<file path="src/lcas_pkg.sv">
// shared constants and carrier types of the lin capable async serial unit
`default_nettype none
package lcas_pkg;

	// register byte addresses
	localparam logic [7:0] CTRL_OFS   = 8'h00;
	localparam logic [7:0] BAUD_OFS   = 8'h04;
	localparam logic [7:0] TXDATA_OFS = 8'h08;
	localparam logic [7:0] RXDATA_OFS = 8'h0c;
	localparam logic [7:0] STATUS_OFS = 8'h10;

	// control register fields
	localparam int POS_POWER  = 0;
	localparam int POS_TXEN   = 1;
	localparam int POS_RXEN   = 2;
	localparam int POS_MSB    = 3;
	localparam int POS_LEN7   = 4;
	localparam int POS_INVERT = 5;
	localparam int POS_SBF    = 6;
	localparam int POS_BRKLEN = 8;

	// baud register fields
	localparam int POS_DIV = 0;
	localparam int POS_CKS = 8;

	// status register fields
	localparam int POS_TXBUSY  = 0;
	localparam int POS_TXFULL  = 1;
	localparam int POS_RXVALID = 2;
	localparam int POS_BRKRX   = 3;
	localparam int POS_OVERRUN = 4;
	localparam int POS_FRAMING = 5;
	localparam int POS_SBFPEND = 6;

	// reset values
	localparam logic [8:0] CTRL_RST = 9'h000;
	localparam logic [7:0] DIV_RST  = 8'hff;
	localparam logic [2:0] CKS_RST  = 3'h0;

	// timing
	localparam int CLK_PERIOD_NS   = 5;
	localparam int SYS_CLK_KHZ     = 1000000 / CLK_PERIOD_NS;
	localparam int MAX_RATE_KBPS   = 625;
	localparam int MIN_HALF_CYCLES =
		(SYS_CLK_KHZ + 2 * MAX_RATE_KBPS - 1) / (2 * MAX_RATE_KBPS);
	localparam logic [1:0] GAP_BASE_CLKS = 2'h2;
	localparam logic [4:0] SBF_MIN_BITS  = 5'h0d;
	localparam logic [4:0] SBF_MAX_BITS  = 5'h14;
	localparam logic [4:0] BRK_DET_BITS  = 5'h0b;

	typedef struct packed {
		logic [2:0] brkLen;
		logic       invert;
		logic       len7;
		logic       msbFirst;
		logic       rxEn;
		logic       txEn;
		logic       power;
	} lcas_ctrl_t;

	typedef struct packed {
		logic [2:0] cks;
		logic [7:0] div;
	} lcas_baud_t;

	typedef enum {TX_IDLE, TX_START, TX_DATA, TX_STOP, TX_GAP, TX_BRK}
		lcas_tx_state_t;
	typedef enum {RX_IDLE, RX_START, RX_DATA, RX_STOP, RX_BRK}
		lcas_rx_state_t;

endpackage
`default_nettype wire

</file>
<file path="src/lcas_baud_gen.sv">
// half-bit tick generator driven by the selected base clock
`timescale 1ns/10ps
`default_nettype none
module lcas_baud_gen
	import lcas_pkg::*;
#(
	parameter int DIV_W = 8
) (
	input  wire logic             sys_clk,
	input  wire logic             rst,
	input  wire logic             baseTick,
	input  wire logic             restart,
	input  wire logic [DIV_W-1:0] halfDiv,
	output logic                  halfTick
);
	logic [DIV_W-1:0] cnt;
	logic [15:0]      sinceTick;
	logic             seenTick;

	initial begin
		if (DIV_W < 8) begin
			$error("baud divisor must be at least 8 bits");
		end
	end

	// restart lets the receiver realign on every start bit
	always_ff @(posedge sys_clk) begin
		if (rst || restart) begin
			// restart cycle is the first clock of the bit, else it runs long
			cnt      <= (!rst && baseTick) ? DIV_W'(1) : '0;
			halfTick <= 1'b0;
		end else begin
			halfTick <= 1'b0;
			if (baseTick) begin
				if (cnt >= halfDiv - DIV_W'(1)) begin
					cnt      <= '0;
					halfTick <= 1'b1;
				end else begin
					cnt <= cnt + DIV_W'(1);
				end
			end
		end
	end

	// helper for the rate check only
	always_ff @(posedge sys_clk) begin
		if (rst || restart) begin
			sinceTick <= '0;
			seenTick  <= 1'b0;
		end else if (halfTick) begin
			sinceTick <= 16'h0001;
			seenTick  <= 1'b1;
		end else if (sinceTick != 16'hffff) begin
			sinceTick <= sinceTick + 16'h0001;
		end
	end
endmodule
`default_nettype wire

</file>
<file path="src/lcas_buffer.sv">
// two-entry valid/ready buffer for the transmit data path
`timescale 1ns/10ps
`default_nettype none
module lcas_buffer #(
	parameter int W     = 8,
	parameter int DEPTH = 2
) (
	input  wire logic         sys_clk,
	input  wire logic         rst,
	input  wire logic         inValid,
	output logic              inReady,
	input  wire logic [W-1:0] inData,
	output logic              outValid,
	input  wire logic         outReady,
	output logic [W-1:0]      outData
);
	localparam int AW = (DEPTH > 1) ? $clog2(DEPTH) : 1;

	logic [W-1:0]  mem [DEPTH];
	logic [AW-1:0] wrPtr;
	logic [AW-1:0] rdPtr;
	logic [AW:0]   count;
	logic          push;
	logic          pop;

	initial begin
		if (DEPTH < 2 || W < 1) begin
			$error("buffer needs at least two entries");
		end
	end

	assign inReady  = (count != (AW+1)'(DEPTH));
	assign outValid = (count != '0);
	assign outData  = mem[rdPtr];
	assign push     = inValid & inReady;
	assign pop      = outValid & outReady;

	function automatic logic [AW-1:0] nextPtr(input logic [AW-1:0] p);
		nextPtr = (p == AW'(DEPTH - 1)) ? '0 : p + AW'(1);
	endfunction

	always_ff @(posedge sys_clk) begin
		if (push) begin
			mem[wrPtr] <= inData;
		end
	end

	always_ff @(posedge sys_clk) begin
		if (rst) begin
			wrPtr <= '0;
			rdPtr <= '0;
			count <= '0;
		end else begin
			if (push) begin
				wrPtr <= nextPtr(wrPtr);
			end
			if (pop) begin
				rdPtr <= nextPtr(rdPtr);
			end
			count <= count + (AW+1)'(push) - (AW+1)'(pop);
		end
	end
endmodule
`default_nettype wire

</file>
<file path="src/lcas_serial.sv">
// lin capable async serial unit with apb registers
`timescale 1ns/10ps
`default_nettype none
module lcas_serial
	import lcas_pkg::*;
(
	input  wire logic        sys_clk,
	input  wire logic        rst,
	input  wire logic        psel,
	input  wire logic        penable,
	input  wire logic        pwrite,
	input  wire logic [7:0]  paddr,
	input  wire logic [31:0] pwdata,
	output logic [31:0]      prdata,
	output logic             pready,
	output logic             pslverr,
	input  wire logic        serial_rx_in,
	output logic             serial_tx_out
);
	lcas_ctrl_t     ctrl;
	lcas_baud_t     baud;
	lcas_tx_state_t txState;
	lcas_rx_state_t rxState;
	logic [7:0]  presc;
	logic        baseTick;
	logic        txEnB;
	logic        rxEnB;
	logic        txActive;
	logic        rxActive;
	logic [7:0]  halfDiv;
	logic        txHalf;
	logic        rxHalf;
	logic        txPhase;
	logic        rxPhase;
	logic        txLine;
	logic [7:0]  txData;
	logic [4:0]  txIdx;
	logic [1:0]  gapCnt;
	logic        sbfPend;
	logic        sbfTake;
	logic        bufInReady;
	logic        bufOutValid;
	logic        bufPop;
	logic [7:0]  bufOut;
	logic        rxSync1;
	logic        rxSync2;
	logic [7:0]  rxShift;
	logic [4:0]  rxIdx;
	logic [4:0]  rxLowCnt;
	logic        rxDone;
	logic [7:0]  rxData;
	logic        rxValid;
	logic        brkRx;
	logic        overrun;
	logic        framing;
	logic        access;
	logic        done;
	logic        wrDone;
	logic        rxSample;
	logic        txBitEnd;

	function automatic logic mapped(input logic [7:0] a);
		if (a == CTRL_OFS) mapped = 1'b1;
		else if (a == BAUD_OFS) mapped = 1'b1;
		else if (a == TXDATA_OFS) mapped = 1'b1;
		else if (a == RXDATA_OFS) mapped = 1'b1;
		else if (a == STATUS_OFS) mapped = 1'b1;
		else mapped = 1'b0;
	endfunction

	// position of the n-th line bit inside the data byte
	function automatic logic [2:0] bitPos(input logic [4:0] n,
			input logic len7, input logic msb);
		logic [2:0] last;
		last = len7 ? 3'h6 : 3'h7;
		bitPos = msb ? last - n[2:0] : n[2:0];
	endfunction

	// programmed half-bit divisor, raised to the smallest one that keeps the rate ceiling
	function automatic logic [7:0] clampDiv(input lcas_baud_t b);
		logic [9:0] lim;
		lim = 10'((MIN_HALF_CYCLES + (1 << b.cks) - 1) >> b.cks);
		clampDiv = ({2'h0, b.div} < lim) ? lim[7:0] : b.div;
	endfunction

	// apb: pready rises one cycle into the access phase
	assign access = psel & penable & ~pready;
	assign done   = psel & penable & pready;
	assign wrDone = done & pwrite;

	always_ff @(posedge sys_clk) begin
		if (rst) begin
			pready  <= 1'b0;
			pslverr <= 1'b0;
			prdata  <= 32'h0000_0000;
		end else begin
			// a full transmit buffer stalls the write until a slot frees
			pready  <= access & ~(pwrite && paddr == TXDATA_OFS
				&& !bufInReady);
			pslverr <= access & ~mapped(paddr);
			prdata  <= 32'h0000_0000;
			if (access && !pwrite) begin
				if (paddr == CTRL_OFS) begin
					prdata[POS_BRKLEN+:3] <= ctrl.brkLen;
					prdata[POS_INVERT]    <= ctrl.invert;
					prdata[POS_LEN7]      <= ctrl.len7;
					prdata[POS_MSB]       <= ctrl.msbFirst;
					prdata[POS_RXEN]      <= ctrl.rxEn;
					prdata[POS_TXEN]      <= ctrl.txEn;
					prdata[POS_POWER]     <= ctrl.power;
				end else if (paddr == BAUD_OFS) begin
					prdata[POS_DIV+:8] <= baud.div;
					prdata[POS_CKS+:3] <= baud.cks;
				end else if (paddr == RXDATA_OFS) begin
					prdata[7:0] <= rxData;
				end else if (paddr == STATUS_OFS) begin
					prdata[POS_TXBUSY]  <= (txState != TX_IDLE) | bufOutValid;
					prdata[POS_TXFULL]  <= ~bufInReady;
					prdata[POS_RXVALID] <= rxValid;
					prdata[POS_BRKRX]   <= brkRx;
					prdata[POS_OVERRUN] <= overrun;
					prdata[POS_FRAMING] <= framing;
					prdata[POS_SBFPEND] <= sbfPend;
				end
			end
		end
	end

	always_ff @(posedge sys_clk) begin
		if (rst) begin
			ctrl <= lcas_ctrl_t'(CTRL_RST);
			baud <= {CKS_RST, DIV_RST};
		end else if (wrDone && paddr == CTRL_OFS) begin
			ctrl.brkLen   <= pwdata[POS_BRKLEN+:3];
			ctrl.invert   <= pwdata[POS_INVERT];
			ctrl.len7     <= pwdata[POS_LEN7];
			ctrl.msbFirst <= pwdata[POS_MSB];
			ctrl.rxEn     <= pwdata[POS_RXEN];
			ctrl.txEn     <= pwdata[POS_TXEN];
			ctrl.power    <= pwdata[POS_POWER];
		end else if (wrDone && paddr == BAUD_OFS) begin
			baud.div <= pwdata[POS_DIV+:8];
			baud.cks <= pwdata[POS_CKS+:3];
		end
	end

	// base clock: sys_clk divided by two to the power cks
	always_ff @(posedge sys_clk) begin
		if (rst || !ctrl.power) begin
			presc <= 8'h00;
		end else begin
			presc <= presc + 8'h01;
		end
	end
	assign baseTick = ctrl.power
		&& ((presc & 8'((1 << baud.cks) - 1)) == 8'((1 << baud.cks) - 1));

	// enables take effect on a base clock, so a fast re-set can be missed
	always_ff @(posedge sys_clk) begin
		if (rst || !ctrl.power) begin
			txEnB <= 1'b0;
			rxEnB <= 1'b0;
		end else if (baseTick) begin
			txEnB <= ctrl.txEn;
			rxEnB <= ctrl.rxEn;
		end
	end
	assign txActive = ctrl.power & txEnB;
	assign rxActive = ctrl.power & rxEnB;
	assign halfDiv  = clampDiv(baud);

	lcas_baud_gen #(.DIV_W(8)) txBaud (
		.sys_clk  (sys_clk),
		.rst      (rst),
		.baseTick (baseTick),
		.restart  (txState == TX_IDLE),
		.halfDiv  (halfDiv),
		.halfTick (txHalf)
	);

	lcas_baud_gen #(.DIV_W(8)) rxBaud (
		.sys_clk  (sys_clk),
		.rst      (rst),
		.baseTick (baseTick),
		.restart  (rxState == RX_IDLE),
		.halfDiv  (halfDiv),
		.halfTick (rxHalf)
	);

	lcas_buffer #(.W(8), .DEPTH(2)) txBuf (
		.sys_clk  (sys_clk),
		.rst      (rst),
		.inValid  (wrDone && paddr == TXDATA_OFS),
		.inReady  (bufInReady),
		.inData   (pwdata[7:0]),
		.outValid (bufOutValid),
		.outReady (bufPop),
		.outData  (bufOut)
	);

	// break request: a new request wins over the take
	assign sbfTake = txActive && txState == TX_IDLE && sbfPend;
	always_ff @(posedge sys_clk) begin
		if (rst) begin
			sbfPend <= 1'b0;
		end else begin
			sbfPend <= (sbfPend & ~sbfTake)
				| (wrDone && paddr == CTRL_OFS && pwdata[POS_SBF]);
		end
	end

	assign bufPop   = txActive && txState == TX_IDLE && !sbfPend
		&& bufOutValid;
	assign txBitEnd = txHalf & txPhase;

	// transmitter, independent of the receiver
	always_ff @(posedge sys_clk) begin
		if (rst || !txActive) begin
			txState <= TX_IDLE;
			txLine  <= 1'b1;
			txPhase <= 1'b0;
			txIdx   <= 5'h00;
			txData  <= 8'h00;
			gapCnt  <= 2'h0;
		end else begin
			if (txHalf) begin
				txPhase <= ~txPhase;
			end
			case (txState)
			TX_IDLE: begin
				txPhase <= 1'b0;
				txIdx   <= 5'h00;
				if (sbfPend) begin
					txState <= TX_BRK;
					txLine  <= 1'b0;
				end else if (bufOutValid) begin
					txData  <= bufOut;
					txState <= TX_START;
					txLine  <= 1'b0;
				end
			end
			TX_START: begin
				if (txBitEnd) begin
					txState <= TX_DATA;
					txLine  <= txData[bitPos(5'h00, ctrl.len7, ctrl.msbFirst)];
				end
			end
			TX_DATA: begin
				if (txBitEnd) begin
					if (txIdx == (ctrl.len7 ? 5'h06 : 5'h07)) begin
						txState <= TX_STOP;
						txLine  <= 1'b1;
					end else begin
						txIdx  <= txIdx + 5'h01;
						txLine <= txData[bitPos(txIdx + 5'h01, ctrl.len7,
							ctrl.msbFirst)];
					end
				end
			end
			TX_STOP: begin
				if (txBitEnd) begin
					txState <= TX_GAP;
					// idle cycle ahead of the next start is the last gap clock
					gapCnt  <= GAP_BASE_CLKS - 2'h1;
				end
			end
			TX_GAP: begin
				if (baseTick) begin
					gapCnt <= gapCnt - 2'h1;
					if (gapCnt == 2'h1) begin
						txState <= TX_IDLE;
					end
				end
			end
			TX_BRK: begin
				if (txBitEnd) begin
					if (txIdx == SBF_MIN_BITS - 5'h01 + {2'h0, ctrl.brkLen}
							|| txIdx == SBF_MAX_BITS - 5'h01) begin
						txState <= TX_STOP;
						txLine  <= 1'b1;
					end else begin
						txIdx <= txIdx + 5'h01;
					end
				end
			end
			default: txState <= TX_IDLE;
			endcase
		end
	end

	// pin holds its last value if sys_clk stops
	always_ff @(posedge sys_clk) begin
		if (rst) begin
			serial_tx_out <= 1'b1;
		end else begin
			serial_tx_out <= txLine ^ ctrl.invert;
		end
	end

	always_ff @(posedge sys_clk) begin
		if (rst) begin
			rxSync1 <= 1'b1;
			rxSync2 <= 1'b1;
		end else begin
			rxSync1 <= serial_rx_in;
			rxSync2 <= rxSync1;
		end
	end

	assign rxSample = rxHalf & rxPhase;

	// receiver; inversion never applies here
	always_ff @(posedge sys_clk) begin
		if (rst || !rxActive) begin
			rxState  <= RX_IDLE;
			rxPhase  <= 1'b0;
			rxIdx    <= 5'h00;
			rxShift  <= 8'h00;
			rxLowCnt <= 5'h00;
			rxDone   <= 1'b0;
		end else begin
			rxDone <= 1'b0;
			if (rxHalf) begin
				rxPhase <= ~rxPhase;
			end
			case (rxState)
			RX_IDLE: begin
				rxPhase <= 1'b0;
				if (!rxSync2) begin
					rxState <= RX_START;
				end
			end
			RX_START: begin
				if (rxHalf) begin
					rxPhase <= 1'b0;
					rxIdx   <= 5'h00;
					rxShift <= 8'h00;
					rxState <= rxSync2 ? RX_IDLE : RX_DATA;
				end
			end
			RX_DATA: begin
				if (rxSample) begin
					rxShift[bitPos(rxIdx, ctrl.len7, ctrl.msbFirst)]
						<= rxSync2;
					if (rxIdx == (ctrl.len7 ? 5'h06 : 5'h07)) begin
						rxState <= RX_STOP;
					end else begin
						rxIdx <= rxIdx + 5'h01;
					end
				end
			end
			RX_STOP: begin
				if (rxSample) begin
					if (rxSync2) begin
						rxDone  <= 1'b1;
						rxState <= RX_IDLE;
					end else begin
						rxState  <= RX_BRK;
						rxLowCnt <= ctrl.len7 ? 5'h09 : 5'h0a;
					end
				end
			end
			RX_BRK: begin
				if (rxSample && rxSync2) begin
					rxState <= RX_IDLE;
				end else if (rxSample && rxLowCnt != 5'h1f) begin
					rxLowCnt <= rxLowCnt + 5'h01;
				end
			end
			default: rxState <= RX_IDLE;
			endcase
		end
	end

	// sticky flags: a new event wins over a same-cycle clear or read
	always_ff @(posedge sys_clk) begin
		if (rst) begin
			rxData  <= 8'h00;
			rxValid <= 1'b0;
			overrun <= 1'b0;
			brkRx   <= 1'b0;
			framing <= 1'b0;
		end else begin
			if (rxDone) begin
				rxData <= rxShift;
			end
			rxValid <= rxDone
				| (rxValid & ~(done && !pwrite && paddr == RXDATA_OFS));
			overrun <= (rxDone & rxValid
				& ~(done && !pwrite && paddr == RXDATA_OFS))
				| (overrun & ~(wrDone && paddr == STATUS_OFS
				&& pwdata[POS_OVERRUN]));
			brkRx <= (rxState == RX_BRK && rxSample && rxSync2
				&& rxLowCnt > BRK_DET_BITS)
				| (brkRx & ~(wrDone && paddr == STATUS_OFS
				&& pwdata[POS_BRKRX]));
			framing <= (rxState == RX_BRK && rxSample && rxSync2
				&& rxLowCnt <= BRK_DET_BITS)
				| (framing & ~(wrDone && paddr == STATUS_OFS
				&& pwdata[POS_FRAMING]));
		end
	end
endmodule
`default_nettype wire

</file>
<file path="config.mk">
export PLATFORM = sky130hd
export DESIGN_NAME = lcas_serial
export DESIGN_NICKNAME = d
export VERILOG_FILES = /design/src/lcas_pkg.sv /design/src/lcas_baud_gen.sv /design/src/lcas_buffer.sv /design/src/lcas_serial.sv
export SDC_FILE = /design/constraint.sdc
export NUM_CORES = 1
export LEC_CHECK = 0
export BUFFER_PORTS_ARGS = -buffer_cell sky130_fd_sc_hd__buf_2
export CAP_MARGIN = 20
export CELL_PAD_IN_SITES_DETAIL_PLACEMENT = 1
export CELL_PAD_IN_SITES_GLOBAL_PLACEMENT = 2
export CORE_ASPECT_RATIO = 1.25
export CORE_MARGIN = 5
export CORE_UTILIZATION = 37
export CTS_CLUSTER_DIAMETER = 100
export DETAILED_ROUTE_END_ITERATION = 10
export PLACE_DENSITY = 0.87
export SYNTH_ARGS = -nofsm -noshare
export SYNTH_HDL_FRONTEND = slang
export SYNTH_SLANG_ARGS = --single-unit
export TNS_END_PERCENT = 10
</file>
<file path="constraint.sdc">
create_clock -name sys_clk -period 6.9 [get_ports sys_clk]
set_input_delay 1.035 -clock sys_clk [delete_from_list [all_inputs] [get_ports sys_clk]]
set_output_delay 1.035 -clock sys_clk [all_outputs]
set_load 0.005 [all_outputs]
</file>
# Yosys cells after proc, flatten, opt, wreduce, memory -nomap -nowiden
# Memory sizes are Yosys's and may differ from the RTL's. A register that Yosys moved wholly into a read port is not among the register bits.
# Index checks and enable logic that the tools add are counted.
[totals] regBits=195 latch_bits=0 mem_bits_rw=16 romBits=0 in_bits=46 out_inout_bits=35 elab_cells=322 n_memories=1
[classes] addsub=18 mul=0 n_div=0 n_lt_le_gt_ge=9 n_eq_ne=43 shifts=2 muxes=92 n_bitwise=44 n_reduce_logical=69
[mem_list] name="txBuf.mem" words=2 width=8 read_ports=1 rd_ports_with_merged_regs=1 write_ports=1 line="lcas_buffer.sv:19" text="logic [W-1:0] mem [DEPTH];"
[op_table] cell="$mux 32" count=16
[op_table] cell="$pmux 32 s6" count=1
[op_table] cell="$pmux 32 s5" count=1
[op_table] cell="$eq 32x2->1 const B" count=4
[op_table] cell="$logic_not 32->1" count=4
[op_table] cell="$eq 32x3->1 const B" count=3
[op_table] cell="$mux 8" count=10
[op_table] cell="$eq 32x1->1 const B" count=2
[op_table] cell="$mux 5" count=11
[op_table] cell="$ne 2x2->1 const B" count=19
[op_table] cell="$add 9x32->32 const A" count=1
[op_table] cell="$eq 32x4->1 const B" count=1
[op_table] cell="$reduce_bool 32->1" count=1
[op_table] cell="$shl 1x3->32 const A" count=1
[op_table] cell="$shr 32x3->10" count=1
[op_table] cell="$sub 32x2->32 const B" count=1
[op_table] cell="$mux 1" count=29
[op_table] cell="$logic_and 1x1->1" count=26
[op_table] cell="$add 8x1->8 const B" count=3
[op_table] cell="$pmux 5 s2" count=2
[op_table] cell="$and 1x1->1" count=19
[op_table] cell="$mux 3" count=6
[op_table] cell="$not 1->1" count=17
[op_table] cell="$eq 8x4->1 const B" count=2
[op_table] cell="other kinds (53)" count=96

# Logic depth before layout (Yosys ltp)
[depth] depth_word=11 mapped_depth=26 mapped_depth_nobuf=24

# By module
# From an unflattened synthesis, not the netlist that was laid out.
[hier_totals] cells_unflattened=878 hier_area_um2=7942.6
[modules_own_cells] mod="lcas_serial" n_inst=1 cells_each=675 area_per_inst_um2=5597.9 seq_area_each_um2=2021.9
[modules_own_cells] mod="lcas_buffer" n_inst=1 cells_each=52 area_per_inst_um2=840.8 seq_area_each_um2=580.6
[modules_own_cells] mod="lcas_baud_gen at rxBaud" n_inst=1 cells_each=76 area_per_inst_um2=755.7 seq_area_each_um2=260.2
[modules_own_cells] mod="lcas_baud_gen at txBaud" n_inst=1 cells_each=75 area_per_inst_um2=748.2 seq_area_each_um2=260.2

# Least setup slack after synthesis
# Ideal clock, no wire load.
[synth_path] kind="register -> register" startpoint="register baud[8] in the netlist's numbering" endpoint="register rxBaud.cnt[4], data pin" setup_ps=280 arrival_ps=5109 required_time_ps=6620 setup_slack_ps=1510 stages_incl_launch_ff=26 n_path_buf=2 synth_period_minus_slack_ps=5390 path_cell_list="dfxtp_1 buf_2 nor3_1 inv_1 ha_1 buf_6 nor2b_4 a21oi_1 nor2_1 a31oi_1 ha_1 a21o_1 o2111a_1 a211o_1 nor2_1 mux2i_1 xor2_1 ha_1 nand2_1 o21ai_0 nand4_1 nand2_1 nand2_1 o311a_1 o31ai_4 a2111oi_2"
[synth_via] elab_chain_len=11
[synth_lines] element="start, declared" line="lcas_serial.sv:21" text="lcas_baud_t baud;"
[synth_lines] element="start signal, assigned" line="lcas_serial.sv:132" text="baud <= {CKS_RST, DIV_RST};"
[synth_lines] element="$shl 1x3->32" line="lcas_serial.sv:82" text="lim = 10'((MIN_HALF_CYCLES + (1 << b.cks) - 1) >> b.cks);"
[synth_lines] element="$add 9x32->32" line="lcas_serial.sv:82"
[synth_lines] element="$sub 32x2->32" line="lcas_serial.sv:82"
[synth_lines] element="$shr 32x3->10 (*)" line="lcas_serial.sv:82"
[synth_lines] element="$lt 8x10->1" line="lcas_serial.sv:83" text="clampDiv = ({2'h0, b.div} < lim) ? lim[7:0] : b.div;"
[synth_lines] element="$mux 8 (*)" line="lcas_serial.sv:83"
[synth_lines] element="$sub 8x1->8 (*)" line="lcas_baud_gen.sv:35" text="if (cnt >= halfDiv - DIV_W'(1)) begin"
[synth_lines] element="$ge 8x8->1 (*)" line="lcas_baud_gen.sv:35"
[synth_lines] element="$mux 8 (*)" line="lcas_baud_gen.sv:35"
[synth_lines] element="$mux 8 (*)" line="lcas_baud_gen.sv:34" text="if (baseTick) begin"
[synth_lines] element="$mux 8 (*)" line="lcas_baud_gen.sv:28" text="if (rst || restart) begin"
[synth_lines] element="end signal, assigned" line="lcas_baud_gen.sv:30" text="cnt <= (!rst && baseTick) ? DIV_W'(1) : '0;"
[synth_lines] element="end signal, assigned" line="lcas_baud_gen.sv:39" text="cnt <= cnt + DIV_W'(1);"
[synth_lines] element="end, declared" line="lcas_baud_gen.sv:16" text="logic [DIV_W-1:0] cnt;"
# Mark *: on every way between the ends. The rest lies on a longest branch, timed or not. The select of a mux whose other input is x is not followed.
# A chain may end at the register's enable or synchronous reset.

# Final worst setup path
[layout_path] startpoint="register baud[8] in the netlist's numbering" endpoint="register rxBaud.cnt[7], data pin"
# Same word-level chain as after synthesis.

==> run metrics <==
sequential fraction of the synthesis area=0.399; DP HPWL=14,800 um; gpl congestion=0.782; fraction of the mapped netlist area in adder cells=0.0564; drt pass-1 iters=5; Initial DRC Count=257; # setup viols final=0; largest net degree at the start of global routing=54; Mapped Cells=881; xor and xnor area share after synthesis=0.0474; Routed Antenna Nets=0; crit path capture type=flip-flop; worst slack, placed=668 ps; via count=6,345; clock skew=9.75 ps; CTS tree=done; final hold vios=0; GR Overflow Total=0; peak supply drop=0.170 mV; number of max-cap violations=0; utilization after layout=0.421; hold_sp=rxSync1; Tcrit/Tclk final=0.909; metal3 WL=564 um; layout net count=985; mux share of post-synthesis cell area=0.0406; setup TNS=0 ps; Slew Limit Fails=0; RSZ-0062 raised after global routing=false; Top Metal Used=met4; htree depth=4; Primary FF master, synth=dfxtp_1; unique cell type count in the Yosys netlist=81; Worst-Skew Late Latency=430 ps; # Post-CTS Setup Buffers=0; row count=59; first-pass GRT wire length=34,000 um; Fillers=2,432; CTS root buf=clkbuf_16; vias per inst=5.33; core box area=0.0207 mm2; Initial Util=0.375; register area=0.00310 mm2; WHS Endpoint=rxSync2; leak pwr=3.18 nW; Hold Path Class=flip-flop to flip-flop; maximum root-to-sink buffer count=2; Worst Path Arrival=6430 ps; initial antenna violation count=0; Routed wire per std cell=17.0 um; Simple-Gate Fraction of Synth Area=0.228; Peak Freq=0.160 GHz; reg-to-reg setup timing slack=630 ps; crit path time final=6270 ps; combinational family with the most area after synthesis=simple AND/OR/NAND/NOR gates; cell area after layout=0.00874 mm2; hold path cells=1; Residual DRC=0; most frequent cells in the layout=107 x dfxtp_1, 105 x nor2_1, 80 x nand2_1; Power Dens Cells=208 mW/mm2; critical path fanouts, max=18; Die ar.=0.0240 mm2; fraction of layout cells with a size suffix above 1=0.125; DP Area=0.00811 mm2; P&R area growth vs syn=12.5%; startpoint types=flip-flop; syn avg cell area=8.82 um2; die height=172 um; CP Class=flip-flop to flip-flop; Reg-to-Reg Start=baud[8]; most common cell after layout, fill and taps aside=dfxtp_1; Reg-to-Reg End=rxBaud.cnt[7]; vias in the first global route=6,589; multi-input gate area in the final layout=0.00432 mm2; port buffer count=38; number of diodes=0; total global-route track usage=0.173; WP data required=7060 ps; Post-synth EDFFs=32; die width=140 um; # IOs=81; Rel. slew slack=0.329; asr flop ratio synth=0; Hold Buf Count CTS=0; clk sinks=139; Met2 Routed Length=10,500 um; M1 WL=8940 um; Worst Tran Pin Value=998 ps; YS warnings=0; compound-gate portion of the synthesized area=0.173; outcome=finished clean; wirelength, routed=20,200 um; post-CTS resize count=0; flops & latches, synth=139; total CTS buffers=17; Clk pin slew, worst setup/hold paths=60 ps; depth of the worst register-to-register path=22; Synth Cell Area=0.00777 mm2; Setup WS post-layout=631 ps
[power by group]
group | switching (W) | leakage [nW] | internal (W) | total, W
clock network | 0.000417 | 0.308 | 0.000542 | 0.000958
logic | 0.0000207 | 1.66 | 0.00000876 | 0.0000295
registers | 0.000000670 | 1.20 | 0.000830 | 0.000831
[worst max-delay path, cell delays in order, from the launching register on]
cell and delay, ps:
dfxtp_1 750, nand3_1 350, ha_1 440, nor2b_4 200, a21oi_1 160, nor2_1 60, a31oi_1 270, ha_1 310
a21o_1 200, o2111a_1 240, a211o_1 320, nor2_1 340, mux2i_1 400, xor2_1 150, ha_1 300, nand2_1 40
o21ai_0 170, nand4_1 120, nand2_1 200, nand2_1 80, o311a_1 340, o31ai_4 420, a21oi_1 140
[worst max path at each step]
stage | startpoint | to | slack [ps] | cells after the start
2_1_floorplan | baud[8] | rxBaud.cnt[4] | 1510 | 25
3_3_place_gp | baud[8] | rxBaud.cnt[4] | 780 | 22
3_5_place_dp | baud[8] | rxBaud.cnt[4] | 670 | 22
4_1_cts | baud[8] | rxBaud.cnt[4] | 630 | 22
5_1_grt | baud[8] | rxBaud.cnt[7] | 110 | 23
6_report | baud[8] | rxBaud.cnt[7] | 630 | 22
[through the flow]
step	hold slack [ps]	cells	total power, W
after floorplan	389	901	0.000871
after global placement	392	1158	0.000878
after detailed placement	403	1158	0.000879
after CTS	418	1190	0.00184
after global routing	432	1191	0.00188
final	414	1191	0.00182
[state kept, by name, indices dropped and copies added, names as in the netlist, 7 cells and up]
signal      flops
rxData          8
txBaud.cnt      8
txData          8
presc           7
txBuf.mem      16
rxBaud.cnt      8
rxShift         8
baud           11
ctrl            9
prdata         11
[layer usage]
layer  track usage  vias to the layer above
li1              -                     3149
met1         0.208                     3110
met2         0.319                       73
met3        0.0268                       13
met4        0.0501                        0
met5             0                        -
[layout make-up]
type	count	share of cell area
inverters	23	0.00988
flip-flops and latches	139	0.355
clock inverters	14	0.0200
repair buffers	47	0.0295
well taps	274	0.0392
clock buffers	18	0.0515
multi-input cells	676	0.495
[cells in the mapped netlist, drive strengths merged (4+ instances only)]
| cell | instances | area, um2 |
|---|---|---|
| and3 | 8 | 50.1 |
| a211o | 10 | 87.6 |
| nor3 | 26 | 135 |
| nor4 | 10 | 106 |
| o31ai | 5 | 78.8 |
| a31oi | 9 | 71.3 |
| ha | 35 | 438 |
| buf | 30 | 211 |
| o211ai | 7 | 57.6 |
| or2 | 5 | 31.3 |
| nor3b | 4 | 30.0 |
| xnor2 | 21 | 184 |
| nand3 | 27 | 140 |
| a21o | 8 | 60.1 |
| edfxtp | 32 | 961 |
| dfxtp | 107 | 2140 |
| nand3b | 4 | 30.0 |
| mux2i | 27 | 270 |
| nand4 | 8 | 50.1 |
| nor2 | 106 | 405 |
| o21ai | 44 | 235 |
| a21oi | 77 | 385 |
| nor2b | 27 | 176 |
| nand2 | 80 | 300 |
| inv | 23 | 86.3 |
| a211oi | 12 | 90.1 |
| a22oi | 8 | 60.1 |
| xor2 | 21 | 184 |
| or3 | 11 | 73.8 |
| nand2b | 14 | 87.6 |
| clkbuf | 33 | 124 |
[cells by family after synthesis]
kind of cell	after synthesis
simple gates	347
compound gates	202
flops	139
buf+inv	86
xor+xnor	42
fa+ha+maj	35
mux	29
other cells	1
(Power assumes the default switching activity.)
